--- src/design/mds_pkg.sv ---
// Constants shared by the masked event drum sequencer.
// Assumes a 100 MHz clock and a 16-bit register port addressed by word index.
package mds_pkg;
	// ----------------------------------------
	// Sizes and timing
	// ----------------------------------------
	localparam int STEPS = 16;
	localparam int DW = 16;
	localparam int AW = 8;
	localparam int CLK_PERIOD_NS = 10;
	localparam int TICK_UNIT_NS = 10_000_000;
	localparam int TICK_UNIT_CYC = TICK_UNIT_NS / CLK_PERIOD_NS;
	localparam logic [4:0] FIRST_STEP = 5'h01;
	localparam logic [4:0] LAST_STEP = 5'h10;
	localparam logic [15:0] CPS_MAX = 16'h270f;
	localparam logic [15:0] BASE_MAX = 16'h270f;
	// ----------------------------------------
	// Register indexes
	// ----------------------------------------
	localparam logic [7:0] A_PATTERN = 8'h00;
	localparam logic [7:0] A_MASK = 8'h10;
	localparam logic [7:0] A_CPS = 8'h20;
	localparam logic [7:0] A_TICK_BASE = 8'h30;
	localparam logic [7:0] A_EVT_ASSIGN = 8'h31;
	localparam logic [7:0] A_STEP_COUNT = 8'h32;
	localparam logic [7:0] A_TIMER_VALUE = 8'h33;
	localparam logic [7:0] A_PRESET = 8'h34;
	localparam logic [7:0] A_CUR_STEP = 8'h35;
	localparam logic [7:0] A_WORD_OUT = 8'h36;
	localparam logic [7:0] A_FLAGS = 8'h37;
	localparam logic [7:0] A_IRQ_STAT = 8'h38;
	localparam logic [7:0] A_IRQ_CLR = 8'h39;
	localparam logic [7:0] A_IRQ_EN = 8'h3a;
	// ----------------------------------------
	// Fields and reset values
	// ----------------------------------------
	localparam int IRQ_W = 2;
	localparam int IRQ_STEP = 0;
	localparam int IRQ_DONE = 1;
	localparam int FLAG_DONE = 0;
	localparam logic [15:0] PRESET_RST = 16'h0001;
	localparam logic [15:0] BASE_RST = 16'h0001;
	localparam logic [15:0] ZERO16 = 16'h0000;
endpackage

--- src/design/mds_sequencer.sv ---
// Masked event drum sequencer: sixteen steps, sixteen masked outputs, word output.
// Assumes synchronous control inputs and a one-cycle-latency register port.
//
// Chosen here: the placing of the registers and the plain strobed port.
module mds_sequencer #(
	parameter int TICK_CYC = mds_pkg::TICK_UNIT_CYC
) (
	// Clock and reset
	input wire logic i_clk,
	input wire logic i_nrst,
	// Controller levels and contacts
	input wire logic i_run,
	input wire logic i_start,
	input wire logic i_jog,
	input wire logic i_drum_reset,
	input wire logic [15:0] i_event,
	// Register port
	input wire logic [7:0] i_addr,
	input wire logic [15:0] i_wdata,
	input wire logic i_we,
	input wire logic i_re,
	output logic [15:0] o_rdata,
	// Drum outputs
	output logic [15:0] o_out,
	output logic [15:0] o_word_out,
	output logic o_sequence_complete_flag,
	output logic o_irq
);
	// ----------------------------------------
	// Register storage
	// ----------------------------------------
	// Per-step patterns, masks and counts, then the shared registers
	logic [15:0] pattern_r [mds_pkg::STEPS];
	logic [15:0] mask_r [mds_pkg::STEPS];
	logic [15:0] cps_r [mds_pkg::STEPS];
	logic [15:0] base_r;
	logic [15:0] evt_assign_r;
	logic [4:0] preset_r;
	logic [1:0] irq_stat_r;
	logic [1:0] irq_en_r;
	// ----------------------------------------
	// Drum state
	// ----------------------------------------
	logic [4:0] cur_r;
	logic [15:0] count_r;
	logic [15:0] timer_r;
	logic [31:0] pre_r;
	logic done_r;
	logic jog_d_r;
	logic run_d_r;
	logic [15:0] out_r;
	logic [15:0] rdata_r;
	// ----------------------------------------
	// Decode
	// ----------------------------------------
	wire [3:0] idx = cur_r[3:0] - 4'h1;
	wire [3:0] a_lo = i_addr[3:0];
	wire hit_pat = i_addr[7:4] == mds_pkg::A_PATTERN[7:4];
	wire hit_mask = i_addr[7:4] == mds_pkg::A_MASK[7:4];
	wire hit_cps = i_addr[7:4] == mds_pkg::A_CPS[7:4];
	wire wr_base = i_we && i_addr == mds_pkg::A_TICK_BASE;
	wire wr_evt = i_we && i_addr == mds_pkg::A_EVT_ASSIGN;
	wire wr_clr = i_we && i_addr == mds_pkg::A_IRQ_CLR;
	wire wr_en = i_we && i_addr == mds_pkg::A_IRQ_EN;
	wire wr_preset = i_we && i_addr == mds_pkg::A_PRESET && i_wdata >= 16'(mds_pkg::FIRST_STEP)
		&& i_wdata <= 16'(mds_pkg::LAST_STEP);
	wire run_entry = i_run && !run_d_r;
	wire load = i_drum_reset || run_entry;
	wire jog_edge = i_jog && !jog_d_r;
	// Base tick counter
	// A base of zero cannot count in zero time, so it ticks like a base of one.
	wire unit = pre_r == 32'(TICK_CYC - 1);
	wire [15:0] timer_inc = timer_r + 16'h1;
	wire tick = unit && timer_inc >= base_r;
	wire evt_ok = !evt_assign_r[idx] || i_event[idx];
	wire timing = i_run && i_start && !done_r && !i_drum_reset;
	wire live = timing && evt_ok;
	wire reached = live && count_r == cps_r[idx];
	wire advance = !load && !done_r && (reached || jog_edge);
	wire at_last = cur_r == mds_pkg::LAST_STEP;
	wire finish = advance && at_last;
	wire restart = !timing || advance || load;
	wire [15:0] masked = pattern_r[idx] & mask_r[idx];
	wire [1:0] irq_set = {finish, advance && !at_last};
	wire [1:0] irq_nxt = (irq_stat_r & ~(wr_clr ? i_wdata[1:0] : 2'h0)) | irq_set;
	// ----------------------------------------
	// Read mux
	// ----------------------------------------
	logic [15:0] rd_nxt;
	always_comb begin
		rd_nxt = mds_pkg::ZERO16;
		if (hit_pat) begin
			rd_nxt = pattern_r[a_lo];
		end else if (hit_mask) begin
			rd_nxt = mask_r[a_lo];
		end else if (hit_cps) begin
			rd_nxt = cps_r[a_lo];
		end else begin
			case (i_addr)
				mds_pkg::A_TICK_BASE: rd_nxt = base_r;
				mds_pkg::A_EVT_ASSIGN: rd_nxt = evt_assign_r;
				mds_pkg::A_STEP_COUNT: rd_nxt = count_r;
				mds_pkg::A_TIMER_VALUE: rd_nxt = timer_r;
				mds_pkg::A_PRESET: rd_nxt = {11'h000, preset_r};
				mds_pkg::A_CUR_STEP: rd_nxt = {11'h000, cur_r};
				mds_pkg::A_WORD_OUT: rd_nxt = out_r;
				mds_pkg::A_FLAGS: rd_nxt = {15'h0000, done_r};
				mds_pkg::A_IRQ_STAT: rd_nxt = {14'h0000, irq_stat_r};
				mds_pkg::A_IRQ_EN: rd_nxt = {14'h0000, irq_en_r};
				default: rd_nxt = mds_pkg::ZERO16;
			endcase
		end
	end
	// ----------------------------------------
	// Configuration registers
	// ----------------------------------------
	always_ff @(posedge i_clk) begin
		if (!i_nrst) begin
			for (int i = 0; i < mds_pkg::STEPS; i++) begin
				pattern_r[i] <= mds_pkg::ZERO16;
				mask_r[i] <= mds_pkg::ZERO16;
				cps_r[i] <= mds_pkg::ZERO16;
			end
		end else if (i_we) begin
			if (hit_pat) begin
				pattern_r[a_lo] <= i_wdata;
			end
			if (hit_mask) begin
				mask_r[a_lo] <= i_wdata;
			end
			if (hit_cps) begin
				cps_r[a_lo] <= (i_wdata > mds_pkg::CPS_MAX) ? mds_pkg::CPS_MAX : i_wdata;
			end
		end
	end
	always_ff @(posedge i_clk) begin
		if (!i_nrst) begin
			base_r <= mds_pkg::BASE_RST;
			evt_assign_r <= mds_pkg::ZERO16;
			preset_r <= mds_pkg::FIRST_STEP;
			irq_en_r <= 2'h0;
			irq_stat_r <= 2'h0;
			rdata_r <= mds_pkg::ZERO16;
		end else begin
			if (wr_base) begin
				base_r <= (i_wdata > mds_pkg::BASE_MAX) ? mds_pkg::BASE_MAX : i_wdata;
			end
			if (wr_evt) begin
				evt_assign_r <= i_wdata;
			end
			if (wr_preset) begin
				preset_r <= i_wdata[4:0];
			end
			if (wr_en) begin
				irq_en_r <= i_wdata[1:0];
			end
			irq_stat_r <= irq_nxt;
			rdata_r <= i_re ? rd_nxt : mds_pkg::ZERO16;
		end
	end
	// ----------------------------------------
	// Tick prescaler
	// ----------------------------------------
	always_ff @(posedge i_clk) begin
		if (!i_nrst) begin
			pre_r <= 32'h0;
			timer_r <= mds_pkg::ZERO16;
		end else if (restart) begin
			pre_r <= 32'h0;
			timer_r <= mds_pkg::ZERO16;
		end else if (unit) begin
			pre_r <= 32'h0;
			timer_r <= tick ? mds_pkg::ZERO16 : timer_inc;
		end else begin
			pre_r <= pre_r + 32'h1;
		end
	end
	// ----------------------------------------
	// Step sequencing
	// ----------------------------------------
	always_ff @(posedge i_clk) begin
		if (!i_nrst) begin
			cur_r <= mds_pkg::FIRST_STEP;
			count_r <= mds_pkg::ZERO16;
			done_r <= 1'b0;
			jog_d_r <= 1'b0;
			run_d_r <= 1'b0;
		end else begin
			jog_d_r <= i_jog;
			run_d_r <= i_run;
			if (load) begin
				cur_r <= preset_r;
				count_r <= mds_pkg::ZERO16;
			end else if (advance) begin
				cur_r <= at_last ? cur_r : cur_r + 5'h1;
				count_r <= mds_pkg::ZERO16;
			end else if (live && tick) begin
				count_r <= count_r + 16'h1;
			end
			if (i_drum_reset) begin
				done_r <= 1'b0;
			end else if (finish) begin
				done_r <= 1'b1;
			end
		end
	end
	// ----------------------------------------
	// Outputs
	// ----------------------------------------
	always_ff @(posedge i_clk) begin
		if (!i_nrst) begin
			out_r <= mds_pkg::ZERO16;
		end else begin
			out_r <= i_run ? masked : mds_pkg::ZERO16;
		end
	end
	assign o_out = out_r;
	assign o_word_out = out_r;
	assign o_rdata = rdata_r;
	assign o_sequence_complete_flag = done_r;
	assign o_irq = |(irq_stat_r & irq_en_r);
	// ----------------------------------------
	// Check helpers
	// ----------------------------------------
	// Cycles since the tick period began. A base write in mid-period spoils
	// that period, so the tick length check skips the tick that ends it.
	logic [39:0] gap_r;
	logic gap_ok_r;
	wire [39:0] units = (base_r == mds_pkg::ZERO16) ? 40'h1 : 40'(base_r);
	wire [39:0] period = units * 40'(TICK_CYC);
	always_ff @(posedge i_clk) begin
		if (!i_nrst) begin
			gap_r <= 40'h0;
			gap_ok_r <= 1'b0;
		end else if (restart || tick) begin
			gap_r <= 40'h0;
			gap_ok_r <= 1'b1;
		end else begin
			gap_r <= gap_r + 40'h1;
			gap_ok_r <= gap_ok_r && !wr_base;
		end
	end
	// ----------------------------------------
	// Checks
	// ----------------------------------------
	mask_applied_a:
	assert property (@(posedge i_clk) disable iff (!i_nrst)
		i_run |=> o_out == ($past(masked)))
	else $error("output not masked pattern");
	start_gate_a:
	assert property (@(posedge i_clk) disable iff (!i_nrst)
		!i_start && !load && !jog_edge |=> $stable(cur_r))
	else $error("step moved without start");
	event_gate_a:
	assert property (@(posedge i_clk) disable iff (!i_nrst)
		!evt_ok && !load && !advance |=> $stable(count_r))
	else $error("count moved with event false");
	step_advance_a:
	assert property (@(posedge i_clk) disable iff (!i_nrst)
		reached && !load && !done_r && !at_last |=> cur_r == $past(cur_r) + 5'h1)
	else $error("step did not advance");
	halt_done_a:
	assert property (@(posedge i_clk) disable iff (!i_nrst)
		done_r && !load |=> $stable(cur_r))
	else $error("moved after completion");
	preset_load_a:
	assert property (@(posedge i_clk) disable iff (!i_nrst)
		i_drum_reset |=> cur_r == $past(preset_r) && count_r == 16'h0)
	else $error("preset not loaded");
	jog_step_a:
	assert property (@(posedge i_clk) disable iff (!i_nrst)
		jog_edge && !load && !done_r && !at_last |=> cur_r == $past(cur_r) + 5'h1)
	else $error("jog did not advance");
	done_flag_a:
	assert property (@(posedge i_clk) disable iff (!i_nrst)
		finish && !i_drum_reset |=> o_sequence_complete_flag ##1 1'b1)
	else $error("completion flag missing");
	irq_level_a:
	assert property (@(posedge i_clk) disable iff (!i_nrst)
		finish && irq_en_r[mds_pkg::IRQ_DONE] && !wr_en |=> o_irq)
	else $error("interrupt not raised");
	run_entry_a:
	assert property (@(posedge i_clk) disable iff (!i_nrst)
		run_entry |=> cur_r == $past(preset_r))
	else $error("preset not loaded on run entry");
	preset_range_a:
	assert property (@(posedge i_clk) disable iff (!i_nrst)
		i_we && i_addr == mds_pkg::A_PRESET && !wr_preset |=> $stable(preset_r))
	else $error("out of range preset taken");
	preset_write_a:
	assert property (@(posedge i_clk) disable iff (!i_nrst)
		wr_preset |=> preset_r == $past(i_wdata[4:0]))
	else $error("preset write lost");
	step_range_a:
	assert property (@(posedge i_clk) disable iff (!i_nrst)
		cur_r >= mds_pkg::FIRST_STEP && cur_r <= mds_pkg::LAST_STEP)
	else $error("current step out of range");
	count_start_a:
	assert property (@(posedge i_clk) disable iff (!i_nrst)
		!i_start && !load && !advance |=> $stable(count_r))
	else $error("count moved without start");
	timer_hold_a:
	assert property (@(posedge i_clk) disable iff (!i_nrst)
		!timing |=> timer_r == mds_pkg::ZERO16)
	else $error("timer ran without start");
	// The tick length is measured by a counter of its own.
	tick_period_a:
	assert property (@(posedge i_clk) disable iff (!i_nrst)
		tick && !restart && gap_ok_r |-> gap_r == period - 40'h1)
	else $error("tick period differs from base");
	count_clear_a:
	assert property (@(posedge i_clk) disable iff (!i_nrst)
		advance || load |=> count_r == mds_pkg::ZERO16)
	else $error("count not cleared on step entry");
	zero_count_a:
	assert property (@(posedge i_clk) disable iff (!i_nrst)
		live && count_r == mds_pkg::ZERO16 && cps_r[idx] == mds_pkg::ZERO16
		&& !load && !done_r && !at_last |=> cur_r == $past(cur_r) + 5'h1)
	else $error("zero count step did not advance");
	done_hold_a:
	assert property (@(posedge i_clk) disable iff (!i_nrst)
		done_r && !i_drum_reset |=> o_sequence_complete_flag)
	else $error("completion flag dropped");
	word_match_a:
	assert property (@(posedge i_clk) disable iff (!i_nrst)
		i_run |=> o_word_out == $past(masked))
	else $error("word output not masked pattern");
	out_idle_a:
	assert property (@(posedge i_clk) disable iff (!i_nrst)
		!i_run |=> o_out == mds_pkg::ZERO16)
	else $error("outputs driven outside run");
	step_read_a:
	assert property (@(posedge i_clk) disable iff (!i_nrst)
		i_re && i_addr == mds_pkg::A_CUR_STEP |=> o_rdata == {11'h000, $past(cur_r)})
	else $error("current step read wrong");
	count_read_a:
	assert property (@(posedge i_clk) disable iff (!i_nrst)
		i_re && i_addr == mds_pkg::A_STEP_COUNT |=> o_rdata == $past(count_r))
	else $error("step count read wrong");
endmodule

--- config.mk ---
export PLATFORM = sky130hd
export DESIGN_NAME = mds_sequencer
export DESIGN_NICKNAME = d
export VERILOG_FILES = /design/src/design/mds_pkg.sv /design/src/design/mds_sequencer.sv
export SDC_FILE = /design/constraint.sdc
export NUM_CORES = 2
export LEC_CHECK = 0
export BUFFER_PORTS_ARGS = -buffer_cell sky130_fd_sc_hd__clkbuf_2
export CAP_MARGIN = 10
export CORE_UTILIZATION = 50
export DETAILED_ROUTE_END_ITERATION = 12
export PLACE_DENSITY = 0.71
export SYNTH_ARGS = -nofsm -noshare
export SYNTH_HDL_FRONTEND = slang
export SYNTH_SLANG_ARGS = --single-unit
--- constraint.sdc ---
create_clock -name i_clk -period 6.5 [get_ports i_clk]
set_input_delay 0 -clock i_clk [delete_from_list [all_inputs] [get_ports i_clk]]
set_output_delay 0 -clock i_clk [all_outputs]
set_load 0.1 [all_outputs]
# == Word-level counts from Yosys, hierarchy flattened ==
# Memories as Yosys holds them, arrays and structs flattened.
# Index checks and enable logic that the tools add are counted.
# totals
reg_bits,145
ram_bits,768
input_bits,48
elab_cells,132
mem_count,3
# op_classes
addsub,5
n_lt_le_gt_ge,5
n_eq_ne,17
mux,36
bitwise,6
n_reduce_logical,46
# mem_list
name,words,width,read_ports,rd_ports_with_merged_regs,wr,line,rtl
cps_r,16,16,2,0,16,mds_sequencer.sv:35,logic [15:0] cps_r [mds_pkg::STEPS];
mask_r,16,16,2,0,16,mds_sequencer.sv:34,logic [15:0] mask_r [mds_pkg::STEPS];
pattern_r,16,16,2,0,16,mds_sequencer.sv:33,logic [15:0] pattern_r [mds_pkg::STEPS];
# ops
operator,count
16-bit one-hot mux with 10 select lines,1
16-bit two-way mux,8
"8-bit by 6-bit equality test with 1-bit output, second input constant",11
16-bit OR reduction,3
"16-bit by 1-bit adder with 16-bit output, second input constant",2
"32-bit by 1-bit adder with 32-bit output, second input constant",1
"32-bit by 20-bit equality test with 1-bit output, second input constant",1
1-bit logical AND,20
1-bit two-way mux,18
16-bit AND,1
16-bit equality test,1
"16-bit by 1-bit >= comparator with 1-bit output, second input constant",1
16-bit >= comparator,1
"16-bit by 14-bit > comparator with 1-bit output, second input constant",1
"16-bit by 5-bit <= comparator with 1-bit output, second input constant",1
5-bit two-way mux,3
4-bit two-way mux,3
1-bit binary-select mux with 4-bit select,2
1-bit zero test,8
2-bit AND reduction,3
2-bit OR reduction,3
3-bit OR reduction,2
"5-bit by 1-bit adder with 5-bit output, second input constant",1
"5-bit equality test, second input constant",1
other kinds (13),18

# == Depth between registers and ports, before layout ==
# logic_depth
depth_word,12
depth_mapped,21

# == Worst setup path after synthesis ==
# No wires, ideal clock.
# synth_path
path_kind,register to register
start,register cur_r[0]
end,register cur_r[1]
setup_time_ns,0.091
arrival_time_ns,4.618
slack_ns,1.791
path_stages_with_launch,20
n_path_buf,8
synth_period_minus_slack_ns,4.709
cell_sequence,dfxtp_1 > buf_4 > buf_4 > inv_1 > buf_2 > buf_1 > clkbuf_1 > ha_1 > buf_6 > inv_6 > buf_8 > mux4_2 > mux4_2 > xor2_1 > nor4_1 > and4_1 > a31oi_1 > buf_6 > or2_1 > a311oi_1
# synth_between
elab_chain_len,11
word_cells_on_any_way,21
classes_between,add/sub (2); eq/ne (3); mux (7); reduce/logical (8); memory (1)
# synth_lines
element,line,rtl
start: declaration,mds_sequencer.sv:44,logic [4:0] cur_r;
start signal: assignment,mds_sequencer.sv:183,cur_r <= mds_pkg::FIRST_STEP;
start signal: assignment,mds_sequencer.sv:192,cur_r <= preset_r;
start signal: assignment,mds_sequencer.sv:195,cur_r <= at_last ? cur_r : cur_r + 5'h1;
"parallel branches: the longest is 11 deep, another holds memory 16 x 16 bit",-,
# Parallel ways; which one is timed is not known. The select of a mux whose other input is x is not followed.
# A chain may end at the register's enable or synchronous reset.

# == Worst setup path in the final report ==
# layout_path
start,register cur_r[1]
end,register pre_r[3]
# layout_between
elab_chain_len,12
word_cells_on_any_way,16
classes_between,add/sub (1); eq/ne (1); mux (4); reduce/logical (9); memory (1)
# layout_lines
element,line,rtl
4-bit by 1-bit subtractor with 4-bit output (*),mds_sequencer.sv:56,wire [3:0] idx = cur_r[3:0] - 4'h1;
"parallel branches: the longest is 5 deep, another holds memory 16 x 16 bit",-,
1-bit logical AND (*),mds_sequencer.sv:78,wire reached = live && count_r == cps_r[idx];
1-bit logical OR (*),mds_sequencer.sv:79,wire advance = !load && !done_r && (reached || jog_edge);
1-bit logical AND (*),mds_sequencer.sv:79,
1-bit logical OR (*) (2 in a row),mds_sequencer.sv:82,wire restart = !timing || advance || load;
3-bit OR reduction (no source line) (*),-,
end signal: assignment,mds_sequencer.sv:175,pre_r <= pre_r + 32'h1;
end: declaration,mds_sequencer.sv:47,logic [31:0] pre_r;
# Every way passes the cells marked *. The select of a mux whose other input is x is not followed.

==> flow_summary_export.csv <==
group,metric,value,unit
yosys,synth-main-ff-cell,"edfxtp_1",
setup_path,worst_setup_path_end_kind,"flip-flop",
timing,report.final.setup_viol,0,
clocking,tritoncts_num_sinks,913,
setup_path,critPathKind,"flip-flop to flip-flop",
yosys,yosys_warnings,0,
placed_design,gp_routability_congestion,1.02,
route,wl_met2,68.5,mm
setup_path,r2r_setup_slack,1.18,ns
flow_run,drv.max_cap_violation_count,0,
timing,fmax,188,MHz
cells_and_area,nets,3657,
timing,timing.hold.ws,0.0872,ns
cells_and_area,finalInstanceArea,51600,µm²
setup_path,critical_path.reg2reg.startpoint,"cur_r[1]",
power_and_ir_drop,p_per_area,268,nW/µm²
timing,finClkSkew,0.0347,ns
timing,grt_setup_unrepaired,"false",
yosys,synth_top_area_share,49.7,%
route,initial_drc_count,6326,
clocking,clk_pin_slew_worst_paths,0.06,ns
route,drt-total-wl,163,mm
grt,globalRoute.totalOverflow,0,
outcome,status,"finished clean",
yosys,number_of_unique_standard_cell_types_used_by_synthesis,70,
worst_hold_path,min_delay_worst_endpoint,"o_rdata[9]",
floorplanning,die_height,307,µm
clocking,cts_tree,"built",
floorplanning,die_area,94100,µm²
placed_design,post-place-cells,4709,
timing,final-max-slew-violation-count,0,
cells_and_area,stdcell_count,4913,
route,post_drt_via_cell_ratio,7.00,
route,ant_nets,0,
grt,grt_pass1_wl,229,mm
route,via_count,34400,
placed_design,detailed_place_hpwl,102,mm
yosys,synthesized_area_per_cell,12.9,µm²
setup_path,cp.required,7.10,ns
floorplanning,initial_utilization,50.6,%
yosys,postSynth.asyncResetShare,0,%
yosys,postSynthRegisterBits,913,
floorplanning,std_cell_core_area,91800,µm²
setup_path,critical_path_peak_fanout,91,
route,route.detailed.wl_per_inst,33.2,µm
worst_hold_path,classification_of_the_worst_slack_hold_path,"primary input to flip-flop",
grt,grt_max_degree,257,
setup_path,setup.worst_path.start,"cur_r[1]",
route,wl_met3,28.5,mm
clocking,clock_latency,0.72,ns
placed_design,io_buffers,97,
route,routed.top_layer,"met5",
cells_and_area,final_core_utilization,56.2,%
yosys,synth-edff-count,768,
timing,finalCritPeriodShare,81.8,%
clocking,clk_path_buf_depth,3,
timing,final.min_clock_period,5.32,ns
clocking,tritoncts.num_buffers,98,
clocking,postCtsSetupBuffers,0,
setup_path,r2r_depth,11,
setup_path,worstPathArrival,5.92,ns
worst_hold_path,hold_depth,6,
power_and_ir_drop,leakage_power,18.5,nW
cells_and_area,flow.area_growth_from_synthesis,11.1,%
yosys,netlist_top_cells_area,"edfxtp_1, mux4_2, dfxtp_1",
yosys,ys_seq_area_share,55.9,%
setup_path,rr_endpoint,"pre_r[3]",
floorplanning,std_cell_rows,111,
floorplanning,pin_count,98,
grt,gr-usage-all-layers,34.3,%
timing,worst_margin_slew,1.29,ns
clocking,post_cts_sizing,0,
grt,grt_pass1_vias,32000,
placed_design,dpl_cell_area,48200,µm²
cells_and_area,filler_cell_count,7237,
yosys,post_synth_instance_area,46400,µm²
timing,finalHoldViolations,0,
clocking,root_buffer_cell,"clkbuf_16",
yosys,yosysTopAreaCell,"edfxtp_1",
route,detail_route.first_pass.iterations,6,
setup_path,critical_path.startpoint_type,"flip-flop",
timing,totalNegativeSetupSlack,0,ns
timing,max-slew-margin-rel,13.9,%
route,drc,0,
power_and_ir_drop,power.ir.vdd_worst,0.186,mV
grt,initial_antenna_violation_count,17,
yosys,synthCells,3591,
worst_hold_path,hold_path_startpoint,"i_addr[5]",
cells_and_area,final_layout_size_suffix_gt1_share,20.1,%
route,routedLengthMet1,56.5,mm
clocking,cts.htree.levels,3,
floorplanning,die_x_extent,307,µm
## synthesized netlist by cell type, types with 28 or more instances
| library cell | count |
|---|---|
| and2_1 | 269 |
| nand3_1 | 73 |
| a31oi_1 | 87 |
| a211oi_1 | 37 |
| mux2i_1 | 31 |
| and3_1 | 383 |
| clkbuf_1 | 282 |
| nor2_1 | 334 |
| nor3_1 | 28 |
| inv_1 | 31 |
| edfxtp_1 | 768 |
| xnor2_1 | 28 |
| a311oi_1 | 39 |
| nand4_1 | 28 |
| dfxtp_1 | 145 |
| xor2_1 | 38 |
| buf_1 | 39 |
| a21oi_1 | 55 |
| nand2_1 | 205 |
| mux4_2 | 321 |
| o21ai_0 | 78 |
| o211ai_1 | 33 |
| a22oi_1 | 28 |
## critical path, cell delays in order, from the launching register on
cell     delay [ns]
dfxtp_1        0.50
inv_1          0.16
ha_4           0.44
inv_6          0.76
mux4_1         0.65
mux4_2         0.51
xor2_1         0.16
nor4_1         0.09
and4_1         0.24
a31oi_1        0.29
nand3_2        0.85
nor3_1         0.47
## per-layer routing
metal,GRT usage [%],vias up
met3,13.4,620
met4,17.1,24
met2,48.7,3123
li1,-,13700
met5,0,-
met1,45.8,16900
## per-stage QoR
step	setup WS, ns	power [mW]
after global routing	0.884	14.0
final	1.18	13.8
after floorplan	1.79	7.71
after detailed placement	1.26	8.28
after global placement	1.35	8.26
after CTS	1.25	13.7
## sequential cells by signal, summed over array words and instances (netlist names)
signal and count:
base_r 16, o_out 16, pre_r 32, jog_d_r 1
evt_assign_r 16, irq_en_r 2, pattern_r 256, mask_r 256
run_d_r 1, cps_r 256, count_r 16, o_rdata 16
timer_r 16, irq_stat_r 2, preset_r 5, o_sequence_complete_flag 1
cur_r 5
## area by class of cell
| cell class | count | area (µm²) | share of cell area, % |
|---|---|---|---|
| Sequential cell | 913 | 26000 | 50.3 |
| Multi-Input combinational cell | 2314 | 19200 | 37.3 |
| Clock buffer | 126 | 2600 | 5.04 |
| Timing Repair Buffer | 228 | 1570 | 3.04 |
| Tap cell | 1243 | 1560 | 3.02 |
| Clock inverter | 51 | 517 | 1.00 |
| Inverter | 32 | 125 | 0.243 |
| Antenna cell | 6 | 15.0 | 0.0291 |
## what timing repair did
action	4_1_cts	5_1_grt
endpoints found under the setup margin	0	0
hold buffers	18	0
hold endpoints to repair	155	0
## power breakdown
group / total, mW / switching, mW / internal (mW)
Clock: 5.58 / 2.43 / 3.15
Sequential: 6.77 / 0.166 / 6.60
Combinational: 1.48 / 0.961 / 0.517
Total: 13.8 / 3.56 / 10.3
## worst max path at each step
stage	slack, ns	endpoint	depth (start not counted)
final	1.18	pre_r[3]	11
after floorplan	1.79	cur_r[1]	19
after CTS	1.25	pre_r[3]	11
after global routing	0.88	pre_r[1]	11
after global placement	1.35	pre_r[1]	11
after detailed placement	1.26	pre_r[1]	11
## cell usage in the layout (no fill, tap or decap), types with 16 or more instances in the layout
cell type,synthesis,routed
edfxtp_1,768,768
buf_4,21,113
conb_1,1,32
clkbuf_2,0,92
o21ai_0,78,46
inv_1,31,30
a22oi_1,28,28
o21ai_2,0,31
clkbuf_16,0,98
xor2_1,38,38
xnor2_1,28,27
nor2_2,0,16
a21boi_0,19,19
clkinv_1,0,22
and2_1,269,269
a311oi_1,39,39
o211ai_1,33,33
dfxtp_1,145,144
mux2i_1,31,31
a31oi_1,87,87
dlygate4sd3_1,0,18
nor3_1,28,20
a21oi_1,55,55
nor2_1,334,316
nand3_1,73,72
mux4_2,321,321
clkbuf_1,282,24
nand2_1,205,205
nand4_1,28,28
and3_1,383,383
a211oi_1,37,37
ha_1,22,21
## logic make-up (layout without fill, tap and decap cells)
kind of cell | Yosys count | in the layout | synth area share [%]
buf+inv | 395 | 437 | 3.52
xor+xnor | 67 | 67 | 1.28
simple gates | 1409 | 1409 | 15.9
compound gates | 426 | 426 | 6.22
other cells | 1 | 38 | 0.00808
mux | 358 | 358 | 16.5
fa+ha+maj | 22 | 22 | 0.593
flops | 913 | 913 | 55.9
No activity file was read; power rests on OpenSTA's default activity.
